**src/hw/stm_pkg.sv**
```systemverilog
/*
 * constants and types shared by the status-transfer / multiply unit:
 * bus offsets, status word layout, mode codes, operation kinds, state.
 * assumes a single 32-bit ahb-lite master on the core clock.
 */
package stm_pkg;

	// bus offsets (byte addresses, one word each) and the addr[7:6] value of the 16-word register window
	localparam logic [7:0]  OFS_INSTR     = 8'h00;
	localparam logic [7:0]  OFS_STATUS    = 8'h04;
	localparam logic [7:0]  OFS_LIVE      = 8'h08;
	localparam logic [7:0]  OFS_SAVED     = 8'h0c;
	localparam logic [1:0]  GPR_WINDOW    = 2'h1;

	localparam int          GPR_COUNT     = 16;
	localparam int          SAVED_COUNT   = 5;
	localparam int          BOOTH_BITS    = 8;
	localparam logic [1:0]  BOOTH_LAST    = 2'h3;

	// status word layout
	localparam logic [31:0] PSR_IMPL_MASK = 32'hf00000ff;
	localparam logic [31:0] PSR_FLAG_MASK = 32'hf0000000;
	localparam int          FLAG_NEG      = 31;
	localparam int          FLAG_ZERO     = 30;
	localparam int          FLAG_CARRY    = 29;
	localparam int          FLAG_OVF      = 28;
	localparam logic [31:0] LIVE_RESET    = 32'h000000d3;
	localparam logic [31:0] WORD_RESET    = 32'h00000000;

	// mode_bits encodings
	localparam logic [4:0]  MODE_USER     = 5'h10;
	localparam logic [4:0]  MODE_FAST_IRQ = 5'h11;
	localparam logic [4:0]  MODE_IRQ      = 5'h12;
	localparam logic [4:0]  MODE_SUPER    = 5'h13;
	localparam logic [4:0]  MODE_ABORT    = 5'h17;
	localparam logic [4:0]  MODE_UNDEF    = 5'h1b;
	localparam logic [2:0]  SAVED_NONE    = 3'h7;

	typedef enum logic [2:0] {
		OP_NONE,
		OP_STATUS_READ,
		OP_STATUS_WRITE_ALL,
		OP_STATUS_WRITE_FLAGS,
		OP_PRODUCT,
		OP_PRODUCT_ADD
	} op_kind_type;

	typedef struct packed {
		logic       valid;
		logic       write;
		logic [7:0] addr;
	} ahb_req_type;

	typedef struct packed {
		logic [GPR_COUNT-1:0][31:0]   regs;
		logic [31:0]                  live;
		logic [SAVED_COUNT-1:0][31:0] saved;
		logic                         busy;
		logic [1:0]                   iter;
		logic [31:0]                  mcand;
		logic [31:0]                  mplier;
		logic                         prevBit;
		logic [31:0]                  acc;
		logic [3:0]                   mulDest;
		logic                         mulFlags;
		ahb_req_type                  pend;
		logic                         hreadyout;
		logic                         hresp;
		logic [31:0]                  hrdata;
		logic                         lastSkipped;
		op_kind_type                  lastOp;
	} state_type;

endpackage : stm_pkg

```
**src/hw/status_transfer_multiply.sv**
```systemverilog
/*
 * status word transfer and multiply execution unit with its register file,
 * live and saved status words, reached over an ahb-lite slave port.
 * assumes hready is this slave's own hreadyout and single word transfers.
 */
// Chosen here: the AHB-Lite register port and the address map.
`timescale 1ns/1ps

//Function
//- act only when the condition field passes against current flags
//- decode status transfers from test/compare encodings with flag bit clear
//- status read copies whole live or current saved word to a register
//- whole status write loads live or saved word from a register
//- flags-only write copies source bits 31..28 into the four flags
//- user mode protects live control bits; privileged modes write all
//- saved word chosen by the mode in force at execution
//- only twelve status bits exist; the rest are reserved
//- multiplies use an 8-bit Booth step per iteration
//- product writes multiplicand times multiplier, addend ignored
//- only the low 32 product bits are returned
//- optional flags: negative from bit 31, zero test, overflow kept
module status_transfer_multiply
	import stm_pkg::*;
(
	// clock and reset
	input  wire logic        core_clk,
	input  wire logic        reset_n,
	// ahb-lite slave
	input  wire logic        hsel,
	input  wire logic [31:0] haddr,
	input  wire logic [1:0]  htrans,
	input  wire logic        hwrite,
	input  wire logic [2:0]  hsize,
	input  wire logic [31:0] hwdata,
	input  wire logic        hready,
	output logic      [31:0] hrdata,
	output logic             hreadyout,
	output logic             hresp
);

	state_type   s_q;
	state_type   s_d;
	logic        issue;
	op_kind_type opNow;
	logic        condNow;
	logic [2:0]  savedIdx;
	logic [31:0] savedCur;
	logic [31:0] srcWord;
	logic [31:0] stepAcc;
	logic [31:0] mulExpect;
	logic [3:0]  rdIdx;

	function automatic logic cond_ok(input logic [3:0] c, input logic [3:0] f); // f = n z c v
		logic r;
		unique case (c)
			4'h0: r = f[2];
			4'h1: r = !f[2];
			4'h2: r = f[1];
			4'h3: r = !f[1];
			4'h4: r = f[3];
			4'h5: r = !f[3];
			4'h6: r = f[0];
			4'h7: r = !f[0];
			4'h8: r = f[1] && !f[2];
			4'h9: r = !f[1] || f[2];
			4'ha: r = f[3] == f[0];
			4'hb: r = f[3] != f[0];
			4'hc: r = !f[2] && (f[3] == f[0]);
			4'hd: r = f[2] || (f[3] != f[0]);
			4'he: r = 1'b1;
			4'hf: r = 1'b0;
		endcase
		return r;
	endfunction : cond_ok

	// test/compare opcodes 10xx with the flag bit clear carry the status moves
	function automatic op_kind_type decode_op(input logic [31:0] w);
		op_kind_type k;
		k = OP_NONE;
		if (w[27:22] == 6'h00 && w[7:4] == 4'h9)
		begin
			k = w[21] ? OP_PRODUCT_ADD : OP_PRODUCT;
		end
		else if (w[27:26] == 2'h0 && w[24:23] == 2'h2 && !w[20])
		begin
			if (!w[21])
			begin
				if (!w[25] && w[19:16] == 4'hf && w[11:0] == 12'h000)
					k = OP_STATUS_READ;
			end
			else if (w[15:12] == 4'hf)
			begin
				if (w[19:16] == 4'h9 && !w[25] && w[11:4] == 8'h00)
					k = OP_STATUS_WRITE_ALL;
				else if (w[19:16] == 4'h8)
					k = OP_STATUS_WRITE_FLAGS;
			end
		end
		return k;
	endfunction : decode_op

	function automatic logic [2:0] saved_index(input logic [4:0] m);
		logic [2:0] i;
		unique case (m)
			MODE_FAST_IRQ: i = 3'h0;
			MODE_IRQ:      i = 3'h1;
			MODE_SUPER:    i = 3'h2;
			MODE_ABORT:    i = 3'h3;
			MODE_UNDEF:    i = 3'h4;
			default:       i = SAVED_NONE;
		endcase
		return i;
	endfunction : saved_index

	// four radix-4 digits cover eight multiplier bits per call
	function automatic logic [31:0] booth_step(input logic [31:0] acc,
			input logic [31:0] mc, input logic [8:0] bits);
		logic [31:0] sum;
		logic [2:0]  g;
		sum = acc;
		for (int j = 0; j < 4; j++)
		begin
			g = bits[2*j +: 3];
			unique case (g)
				3'h1, 3'h2: sum = sum + (mc << (2*j));
				3'h3:       sum = sum + (mc << (2*j+1));
				3'h4:       sum = sum - (mc << (2*j+1));
				3'h5, 3'h6: sum = sum - (mc << (2*j));
				default:    sum = sum;
			endcase
		end
		return sum;
	endfunction : booth_step

	always_comb
	begin
		s_d       = s_q;
		issue     = 1'b0;
		opNow     = decode_op(hwdata);
		condNow   = cond_ok(hwdata[31:28], s_q.live[31:28]);
		rdIdx     = hwdata[15:12];
		savedIdx  = saved_index(s_q.live[4:0]);
		savedCur  = (savedIdx == SAVED_NONE) ? WORD_RESET : s_q.saved[savedIdx];
		srcWord   = s_q.regs[hwdata[3:0]];
		if (hwdata[25])
			srcWord = {24'h000000, hwdata[7:0]} >> {hwdata[11:8], 1'b0}
				| {24'h000000, hwdata[7:0]} << (6'h20 - {1'b0, hwdata[11:8], 1'b0});
		mulExpect = 32'(s_q.regs[hwdata[3:0]] * s_q.regs[hwdata[11:8]])
			+ (hwdata[21] ? s_q.regs[hwdata[15:12]] : WORD_RESET);
		stepAcc   = booth_step(s_q.acc, s_q.mcand, {s_q.mplier[7:0], s_q.prevBit});

		// data phase: one wait state, longer while a multiply runs
		if (s_q.pend.valid && !s_q.busy)
		begin
			if (s_q.pend.write)
			begin
				if (s_q.pend.addr == OFS_INSTR)
					issue = 1'b1;
				else if (s_q.pend.addr == OFS_LIVE)
					s_d.live = hwdata & PSR_IMPL_MASK;
				else if (s_q.pend.addr == OFS_SAVED && savedIdx != SAVED_NONE)
					s_d.saved[savedIdx] = hwdata & PSR_IMPL_MASK;
				else if (s_q.pend.addr[7:6] == GPR_WINDOW)
					s_d.regs[s_q.pend.addr[5:2]] = hwdata;
			end
			else
			begin
				if (s_q.pend.addr == OFS_INSTR)
					s_d.hrdata = WORD_RESET;
				else if (s_q.pend.addr == OFS_STATUS)
					s_d.hrdata = {27'h0, s_q.lastOp, s_q.lastSkipped, s_q.busy};
				else if (s_q.pend.addr == OFS_LIVE)
					s_d.hrdata = s_q.live & PSR_IMPL_MASK;
				else if (s_q.pend.addr == OFS_SAVED)
					s_d.hrdata = savedCur;
				else if (s_q.pend.addr[7:6] == GPR_WINDOW)
					s_d.hrdata = s_q.regs[s_q.pend.addr[5:2]];
				else
					s_d.hrdata = WORD_RESET;
			end
			s_d.pend.valid = 1'b0;
			s_d.hreadyout  = 1'b1;
		end

		if (issue)
		begin
			s_d.lastOp      = opNow;
			s_d.lastSkipped = !condNow;
			if (condNow)
			begin
				unique case (opNow)
					OP_STATUS_READ:
						s_d.regs[rdIdx] = hwdata[22] ? savedCur
							: (s_q.live & PSR_IMPL_MASK);
					OP_STATUS_WRITE_ALL, OP_STATUS_WRITE_FLAGS:
					begin
						if (hwdata[22])
						begin
							// no saved word exists in user mode
							if (savedIdx != SAVED_NONE)
							begin
								if (opNow == OP_STATUS_WRITE_ALL)
									s_d.saved[savedIdx] = srcWord & PSR_IMPL_MASK;
								else
									s_d.saved[savedIdx] = (savedCur & ~PSR_FLAG_MASK)
										| (srcWord & PSR_FLAG_MASK);
							end
						end
						else if (opNow == OP_STATUS_WRITE_ALL
								&& s_q.live[4:0] != MODE_USER)
							s_d.live = srcWord & PSR_IMPL_MASK;
						else
							s_d.live = (s_q.live & ~PSR_FLAG_MASK)
								| (srcWord & PSR_FLAG_MASK);
					end
					OP_PRODUCT, OP_PRODUCT_ADD:
					begin
						s_d.busy     = 1'b1;
						s_d.iter     = 2'h0;
						s_d.mcand    = s_q.regs[hwdata[3:0]];
						s_d.mplier   = s_q.regs[hwdata[11:8]];
						s_d.prevBit  = 1'b0;
						s_d.acc      = (opNow == OP_PRODUCT_ADD)
							? s_q.regs[hwdata[15:12]] : WORD_RESET;
						s_d.mulDest  = hwdata[19:16];
						s_d.mulFlags = hwdata[20];
					end
					default:
						s_d.lastOp = OP_NONE;
				endcase
			end
		end

		// operands were latched at issue, so dest may alias any source
		if (s_q.busy)
		begin
			s_d.acc     = stepAcc;
			s_d.prevBit = s_q.mplier[BOOTH_BITS-1];
			s_d.mplier  = s_q.mplier >> BOOTH_BITS;
			s_d.mcand   = s_q.mcand << BOOTH_BITS;
			s_d.iter    = s_q.iter + 2'h1;
			if (s_q.iter == BOOTH_LAST)
			begin
				s_d.busy             = 1'b0;
				s_d.regs[s_q.mulDest] = stepAcc;
				if (s_q.mulFlags)
				begin
					// carry is left as it was; its value is meaningless here
					s_d.live[FLAG_NEG]  = stepAcc[31];
					s_d.live[FLAG_ZERO] = (stepAcc == WORD_RESET);
				end
			end
		end

		// address phase
		if (hsel && htrans[1] && hready)
		begin
			s_d.pend.valid = 1'b1;
			s_d.pend.write = hwrite;
			s_d.pend.addr  = haddr[7:0];
			s_d.hreadyout  = 1'b0;
		end
		s_d.hresp = 1'b0;
	end

	always_ff @(posedge core_clk or negedge reset_n)
	begin
		if (!reset_n)
		begin
			s_q           <= '0;
			s_q.live      <= LIVE_RESET;
			s_q.hreadyout <= 1'b1;
		end
		else
			s_q <= s_d;
	end

	assign hrdata    = s_q.hrdata;
	assign hreadyout = s_q.hreadyout;
	assign hresp     = s_q.hresp;

	// helper: reference result captured at issue
	logic [31:0] expect_q;
	always_ff @(posedge core_clk or negedge reset_n)
	begin
		if (!reset_n)
			expect_q <= '0;
		else if (issue)
			expect_q <= mulExpect;
	end

	property p_mul_length;
		@(posedge core_clk) disable iff (!reset_n)
		$rose(s_q.busy) |-> s_q.busy [*4] ##1 !s_q.busy;
	endproperty
	a_mul_length: assert property (p_mul_length)
		else $error("multiply did not take four steps");

	property p_stall;
		@(posedge core_clk) disable iff (!reset_n)
		(s_q.pend.valid && s_q.busy) |=> !s_q.hreadyout;
	endproperty
	a_stall: assert property (p_stall)
		else $error("bus access completed during multiply");

	property p_mul_result;
		@(posedge core_clk) disable iff (!reset_n)
		$fell(s_q.busy) |-> s_q.regs[$past(s_q.mulDest)] == expect_q;
	endproperty
	a_mul_result: assert property (p_mul_result)
		else $error("multiply result wrong");

	property p_mul_flags;
		@(posedge core_clk) disable iff (!reset_n)
		($fell(s_q.busy) && s_q.mulFlags) |->
			s_q.live[FLAG_NEG] == expect_q[31]
			&& s_q.live[FLAG_ZERO] == (expect_q == WORD_RESET)
			&& s_q.live[FLAG_OVF] == $past(s_q.live[FLAG_OVF]);
	endproperty
	a_mul_flags: assert property (p_mul_flags)
		else $error("multiply flags wrong");

	property p_user_protect;
		@(posedge core_clk) disable iff (!reset_n)
		(issue && s_q.live[4:0] == MODE_USER && !hwdata[22]
			&& (opNow == OP_STATUS_WRITE_ALL || opNow == OP_STATUS_WRITE_FLAGS))
			|=> s_q.live[27:0] == $past(s_q.live[27:0]);
	endproperty
	a_user_protect: assert property (p_user_protect)
		else $error("user mode changed control bits");

	property p_cond_fail;
		@(posedge core_clk) disable iff (!reset_n)
		(issue && !condNow) |=> s_q.live == $past(s_q.live) && !s_q.busy
			&& s_q.regs == $past(s_q.regs) && s_q.lastSkipped;
	endproperty
	a_cond_fail: assert property (p_cond_fail)
		else $error("failed condition still had effect");

	property p_reserved;
		@(posedge core_clk) disable iff (!reset_n)
		(s_q.live & ~PSR_IMPL_MASK) == WORD_RESET;
	endproperty
	a_reserved: assert property (p_reserved)
		else $error("reserved status bit set");

	property p_status_read;
		@(posedge core_clk) disable iff (!reset_n)
		(issue && opNow == OP_STATUS_READ && condNow && !hwdata[22])
			|=> s_q.regs[$past(rdIdx)] == $past(s_q.live);
	endproperty
	a_status_read: assert property (p_status_read)
		else $error("status read copied wrong word");

	property p_flag_write;
		@(posedge core_clk) disable iff (!reset_n)
		(issue && opNow == OP_STATUS_WRITE_FLAGS && condNow && !hwdata[22])
			|=> s_q.live[31:28] == $past(srcWord[31:28])
			&& s_q.live[27:0] == $past(s_q.live[27:0]);
	endproperty
	a_flag_write: assert property (p_flag_write)
		else $error("flags-only write wrong");

endmodule : status_transfer_multiply

```
**config.mk**
```make
export PLATFORM = sky130hd
export DESIGN_NAME = status_transfer_multiply
export DESIGN_NICKNAME = d
export VERILOG_FILES = /design/src/hw/stm_pkg.sv /design/src/hw/status_transfer_multiply.sv
export SDC_FILE = /design/constraint.sdc
export NUM_CORES = 2
export LEC_CHECK = 0
export BUFFER_PORTS_ARGS = -buffer_cell sky130_fd_sc_hd__buf_2
export CAP_MARGIN = 20
export CORE_ASPECT_RATIO = 2
export CORE_MARGIN = 4
export CORE_UTILIZATION = 65
export DETAILED_ROUTE_END_ITERATION = 10
export GPL_TIMING_DRIVEN = 0
export PLACE_DENSITY_LB_ADDON = 0.25
export SETUP_SLACK_MARGIN = 0.4
export SLEW_MARGIN = 25
export SYNTH_ARGS = -nofsm -noshare
export SYNTH_HDL_FRONTEND = slang
export SYNTH_SLANG_ARGS = --single-unit
```
**constraint.sdc**
```tcl
create_clock -name core_clk -period 17.9 [get_ports core_clk]
set_clock_uncertainty 0.05 [all_clocks]
set_input_delay 0.895 -clock core_clk [delete_from_list [all_inputs] [get_ports core_clk]]
set_output_delay 0.895 -clock core_clk [all_outputs]
set_load 0.01 [all_outputs]
```
==> results_dict.tcl, run 1 <==
set metrics [dict create \
    yosysWarningCount 0 \
    syn_nets 8921 \
    ioPinCount 108 \
    grt_pass1_vias 96390 \
    die_y_um 495.1 \
    synth_compound_area_frac 0.2121 \
    syn_area_per_cell_um2 8.955 \
    synth_edf_count 0 \
    synth_fa_ha_area_frac 0.03890 \
    synthArstFlopShare 1.000 \
    cts_inserted_buffers 79 \
    grt_use_total 0.8512 \
    dp_hpwl_mm 360.0 \
    ys_types 97 \
    synth_simple_gate_area_frac 0.1422 \
    start_util 0.6546 \
    post-cts-setup-buffers 0 \
    placementRows 178 \
    synth_cells 8612 \
    grt_pass1_wl_mm 787.8 \
    overflow 4718 \
    synth_flop_cell "dfrtp_1" \
    synth_xor_area_frac 0.04382 \
    haltStage "global routing" \
    ys_seq_area_frac 0.2714 \
    port_buffers 62 \
    gp_congestion 1.351 \
    synth_top_family_by_area "multiplexers" \
    clock_sinks 836 \
    error "[ERROR GRT-0116] Global routing finished with congestion. Check the congestion regions in the DRC Viewer." \
    status "did not finish" \
    muxShareOfSynthArea 0.2429 \
    grt_max_degree 140 \
    cts_buffer_depth 3 \
    dieWidth_um 251.6 \
    placed_cells 10240 \
    dp_slack_ns 0.1167 \
    cts-htree-levels 3 \
    syn_area_mm2 0.07712 \
    ys_ff_latch 836 \
    root_buffer "clkbuf_16" \
]
routing by layer:
metal | overflow | GRT usage
met5 | 16 | 0.2681
met4 | 1038 | 0.9098
met3 | 77 | 0.6442
met2 | 3533 | 1.085
met1 | 54 | 0.8047
through the flow:
| step | hold WS, ns | util | cell area, um2 |
|---|---|---|---|
| after CTS | 0.3323 | 0.7060 | 83180 |
| after global placement | 0.3929 | 0.6735 | 79350 |
| after floorplan | 0.3843 | - | 77120 |
| after detailed placement | 0.4081 | 0.6812 | 80260 |
cells in the mapped netlist, types with 17 or more instances:
cell / n / area [um2]
nand2_1: 1180 / 4429
o21ai_0: 903 / 4519
dfrtp_1: 830 / 20770
clkbuf_1: 719 / 2699
mux2i_1: 600 / 6006
mux4_2: 552 / 12430
nor2_1: 503 / 1888
o211ai_1: 489 / 3671
a21oi_1: 401 / 2007
ha_1: 227 / 2840
xnor2_1: 225 / 1971
nand3_1: 210 / 1051
xor2_1: 159 / 1393
and3_1: 112 / 700.7
buf_1: 98 / 367.9
inv_1: 98 / 367.9
a21o_1: 94 / 705.7
nor3_1: 81 / 405.4
a221oi_1: 70 / 613.1
o22ai_1: 63 / 394.1
and2_1: 60 / 375.4
a22oi_1: 58 / 435.4
o21a_1: 52 / 390.4
a31oi_1: 51 / 319.1
a211oi_1: 50 / 375.4
nor2b_1: 48 / 300.3
nand2b_1: 44 / 275.3
nor4_1: 44 / 275.3
a22o_1: 42 / 367.9
or3_1: 41 / 256.5
buf_4: 33 / 247.7
nand4_1: 32 / 200.2
mux2_2: 26 / 292.8
o31ai_1: 25 / 187.7
a21boi_0: 23 / 172.7
o221ai_1: 22 / 192.7
nand3b_1: 21 / 157.7
nor3b_1: 19 / 142.6
or2_2: 17 / 106.4
cell families after synthesis:
| family | count (synthesis) |
|---|---|
| adder cells (fa/ha/maj) | 235 |
| other | 1 |
| flip-flops | 836 |
| AND/OR/NAND/NOR | 2456 |
| multiplexers | 1178 |
| XOR/XNOR | 385 |
| AO/OA/AOI/OAI | 2559 |
| buffers and inverters | 962 |
timing repair:
action | in CTS
endpoints found under the hold margin | 10
hold buffers | 1
resized for setup | 2
pin swaps | 0
endpoints found under the setup margin | 19
==> run 2: changes to the inputs <==
--- a/config.mk
+++ b/config.mk
@@ -7,13 +7,11 @@
 export LEC_CHECK = 0
 export BUFFER_PORTS_ARGS = -buffer_cell sky130_fd_sc_hd__buf_2
 export CAP_MARGIN = 20
-export CORE_ASPECT_RATIO = 2
 export CORE_MARGIN = 4
-export CORE_UTILIZATION = 65
+export CORE_UTILIZATION = 40
 export DETAILED_ROUTE_END_ITERATION = 10
 export GPL_TIMING_DRIVEN = 0
-export PLACE_DENSITY_LB_ADDON = 0.25
-export SETUP_SLACK_MARGIN = 0.4
+export PLACE_DENSITY_LB_ADDON = 0.15
 export SLEW_MARGIN = 25
 export SYNTH_ARGS = -nofsm -noshare
 export SYNTH_HDL_FRONTEND = slang
==> results_dict.tcl, run 2 <==
set metrics [dict create \
    fin_crit_ns 17.84 \
    finalHoldViolCount 0 \
    worst_path_max_delay_cell "o21ai_0" \
    ys_seq_area_frac 0.2714 \
    area_growth_pct 13.00 \
    post-cts-setup-buffers 0 \
    root_buffer "clkbuf_16" \
    rsz0062_at_grt "no" \
    drive_above_1_share 0.1490 \
    drtAntennaViolNets 0 \
    synth_edf_count 0 \
    ys_types 97 \
    cts_tree "done" \
    gp_congestion 1.110 \
    worst_slew_pin_slew_ns 1.294 \
    placementRows 160 \
    ioPinCount 108 \
    drc 0 \
    final_common_cell "nand2_1" \
    largest_register_ffs 803 \
    clock_sinks 836 \
    wl_per_cell_um 47.19 \
    finalInstanceArea_mm2 0.08715 \
    syn_area_mm2 0.07712 \
    grt_max_degree 124 \
    synth_cells 8612 \
    seq_area_mm2 0.02093 \
    cts_buffer_depth 3 \
    syn_area_per_cell_um2 8.955 \
    yosysMostFrequentCell "nand2_1" \
    viasPerCell 7.435 \
    drv_slew 0 \
    grt_pass1_wl_mm 712.5 \
    crit_path_start_kind "flip-flop" \
    crit_buf_inv 6 \
    firstDrtPassIters 9 \
    wirelength_mm 545.5 \
    netlist.area_leader.share 0.2693 \
    start_util 0.4038 \
    ys_ff_latch 836 \
    antenna_found_initial 91 \
    port_buffers 62 \
    worstSkewPairLatency_ns 0.85 \
    grt_use_total 0.5307 \
    dp_hpwl_mm 434.6 \
    synthArstFlopShare 1.000 \
    vias 85940 \
    worstPathArrival_ns 18.45 \
    syn_nets 8921 \
    cts_inserted_buffers 104 \
    setup_viol 0 \
    die_y_um 447.1 \
    cp_top_family "compound AO/OA/AOI/OAI gates" \
    overflow 0 \
    yosysWarningCount 0 \
    die_area_mm2 0.1999 \
    clkSlewWorstSetupHoldPaths_ns 0.07 \
    multiInputGateArea_mm2 0.05291 \
    timing.final.crit_share 0.9964 \
    dieWidth_um 447.1 \
    core_area_mm2 0.1910 \
    ys_top_cells_by_count "nand2_1 (1180), o21ai_0 (903), dfrtp_1 (830)" \
    layout_common_cells "nand2_1 (1174), o21ai_0 (890), dfrtp_1 (830)" \
    p_leak_nw 33.36 \
    cts-htree-levels 3 \
    regMostFlops "s_q" \
    vdd_ir_drop_max_mv 0.07886 \
    placed_cells 11290 \
    grt_pass1_vias 78110 \
    status "complete, no violations" \
    max_slew_margin 0.1372 \
    final_cells 11560 \
    synthTopCellsByArea "dfrtp_1 (27%), mux4_2 (16%), mux2i_1 (7.8%)" \
    fill_cells 18680 \
    end_kind "flip-flop" \
    critPathMaxStageDelay_ns 0.88 \
    synth_largest_area_cell "dfrtp_1" \
    synth_flop_cell "dfrtp_1" \
    maxCapViolations 0 \
    p_per_area_mw_per_mm2 72.36 \
    worstPathRequired_ns 18.52 \
    fmaxAchievable_ghz 0.05607 \
    nNetsFinal 9197 \
    min_path_type "in2reg" \
    cp_max_fo 10 \
    drt_iter0_markers 14930 \
    critPathKind "reg2reg" \
    placed_area_mm2 0.08312 \
]
run 2: cell counts after synthesis:
Identical to the previous run, type by type.
run 2: power breakdown:
| group | switching [mW] | internal, mW |
|---|---|---|
| Sequential | 0.217 | 2.01 |
| Clock | 1.02 | 1.36 |
| Combinational | 1.13 | 0.578 |
run 2: per-layer routing:
metal  global-route usage  share of wire  wire length (um)
met1               0.5836           0.33            179800
met5              0.01905         0.0012               680
met2               0.7461           0.41            221800
met4               0.5020           0.12             65030
met3               0.2498           0.14             78250
run 2: per-stage QoR:
stage	setup TNS, ns	hold slack, ns	total power [mW]	utilization	setup slack, ns
2_1_floorplan	0	0.3843	2.965	-	6.131
3_3_place_gp	-4263.74	0.3962	3.733	0.4219	-7.003
3_5_place_dp	0	0.3983	3.792	0.4352	0.6583
4_1_cts	0	0.2394	6.114	0.4546	0.6287
5_1_grt	0	0.2651	6.333	0.4556	0.1248
6_report	0	0.2421	6.306	0.4563	0.06462
run 2: final cells by class:
| cell class | instances | area share |
|---|---|---|
| clock buffers | 143 | 0.03407 |
| repair buffers | 170 | 0.02581 |
| multi-input cells | 6814 | 0.6072 |
| plain buffers | 858 | 0.04192 |
| clock inverters | 51 | 0.008284 |
| inverters | 104 | 0.004494 |
| well taps | 2511 | 0.03605 |
| diodes | 72 | 0.002067 |
| flip-flops and latches | 836 | 0.2401 |
run 2: logic make-up (layout without fill, tap and decap cells):
logic type	count (synthesis)	after routing	synth area share
AO/OA/AOI/OAI	2559	2559	0.2121
AND/OR/NAND/NOR	2456	2456	0.1422
multiplexers	1178	1178	0.2429
buffers and inverters	962	1326	0.04877
flip-flops	836	836	0.2714
XOR/XNOR	385	385	0.04382
adder cells (fa/ha/maj)	235	235	0.03890
other	1	73	0.00004862
run 2: repair_timing:
action | CTS | global route
endpoints found under the hold margin | 31 | 0
gates resized for setup | 0 | 2
setup endpoints to repair | 0 | 11
hold buffers | 1 | 0
run 2: worst reg2reg max path: cells and delay by family (launching register included):
family	cells	cell delay [ns]
XOR/XNOR	5	0.89
flip-flops	1	0.36
adder cells (fa/ha/maj)	5	1.82
buffers and inverters	6	2.22
AND/OR/NAND/NOR	16	5.82
AO/OA/AOI/OAI	18	6.57
run 2: path summary, 6_finish.rpt:
kind	end	cells after the start	slack, ns	from
setup / recovery	s_q[792]	50	0.06	s_q[119]
hold / removal	s_q[43]	2	0.24	haddr[5]
setup reg to reg	s_q[792]	50	0.06	s_q[119]
hold reg to reg	s_q[104]	2	0.42	s_q[112]
max in group asynchronous	hrdata[18]	5	15.13	reset_n
min in group asynchronous	s_q[735]	2	0.48	reset_n
(Power assumes the default switching activity.)
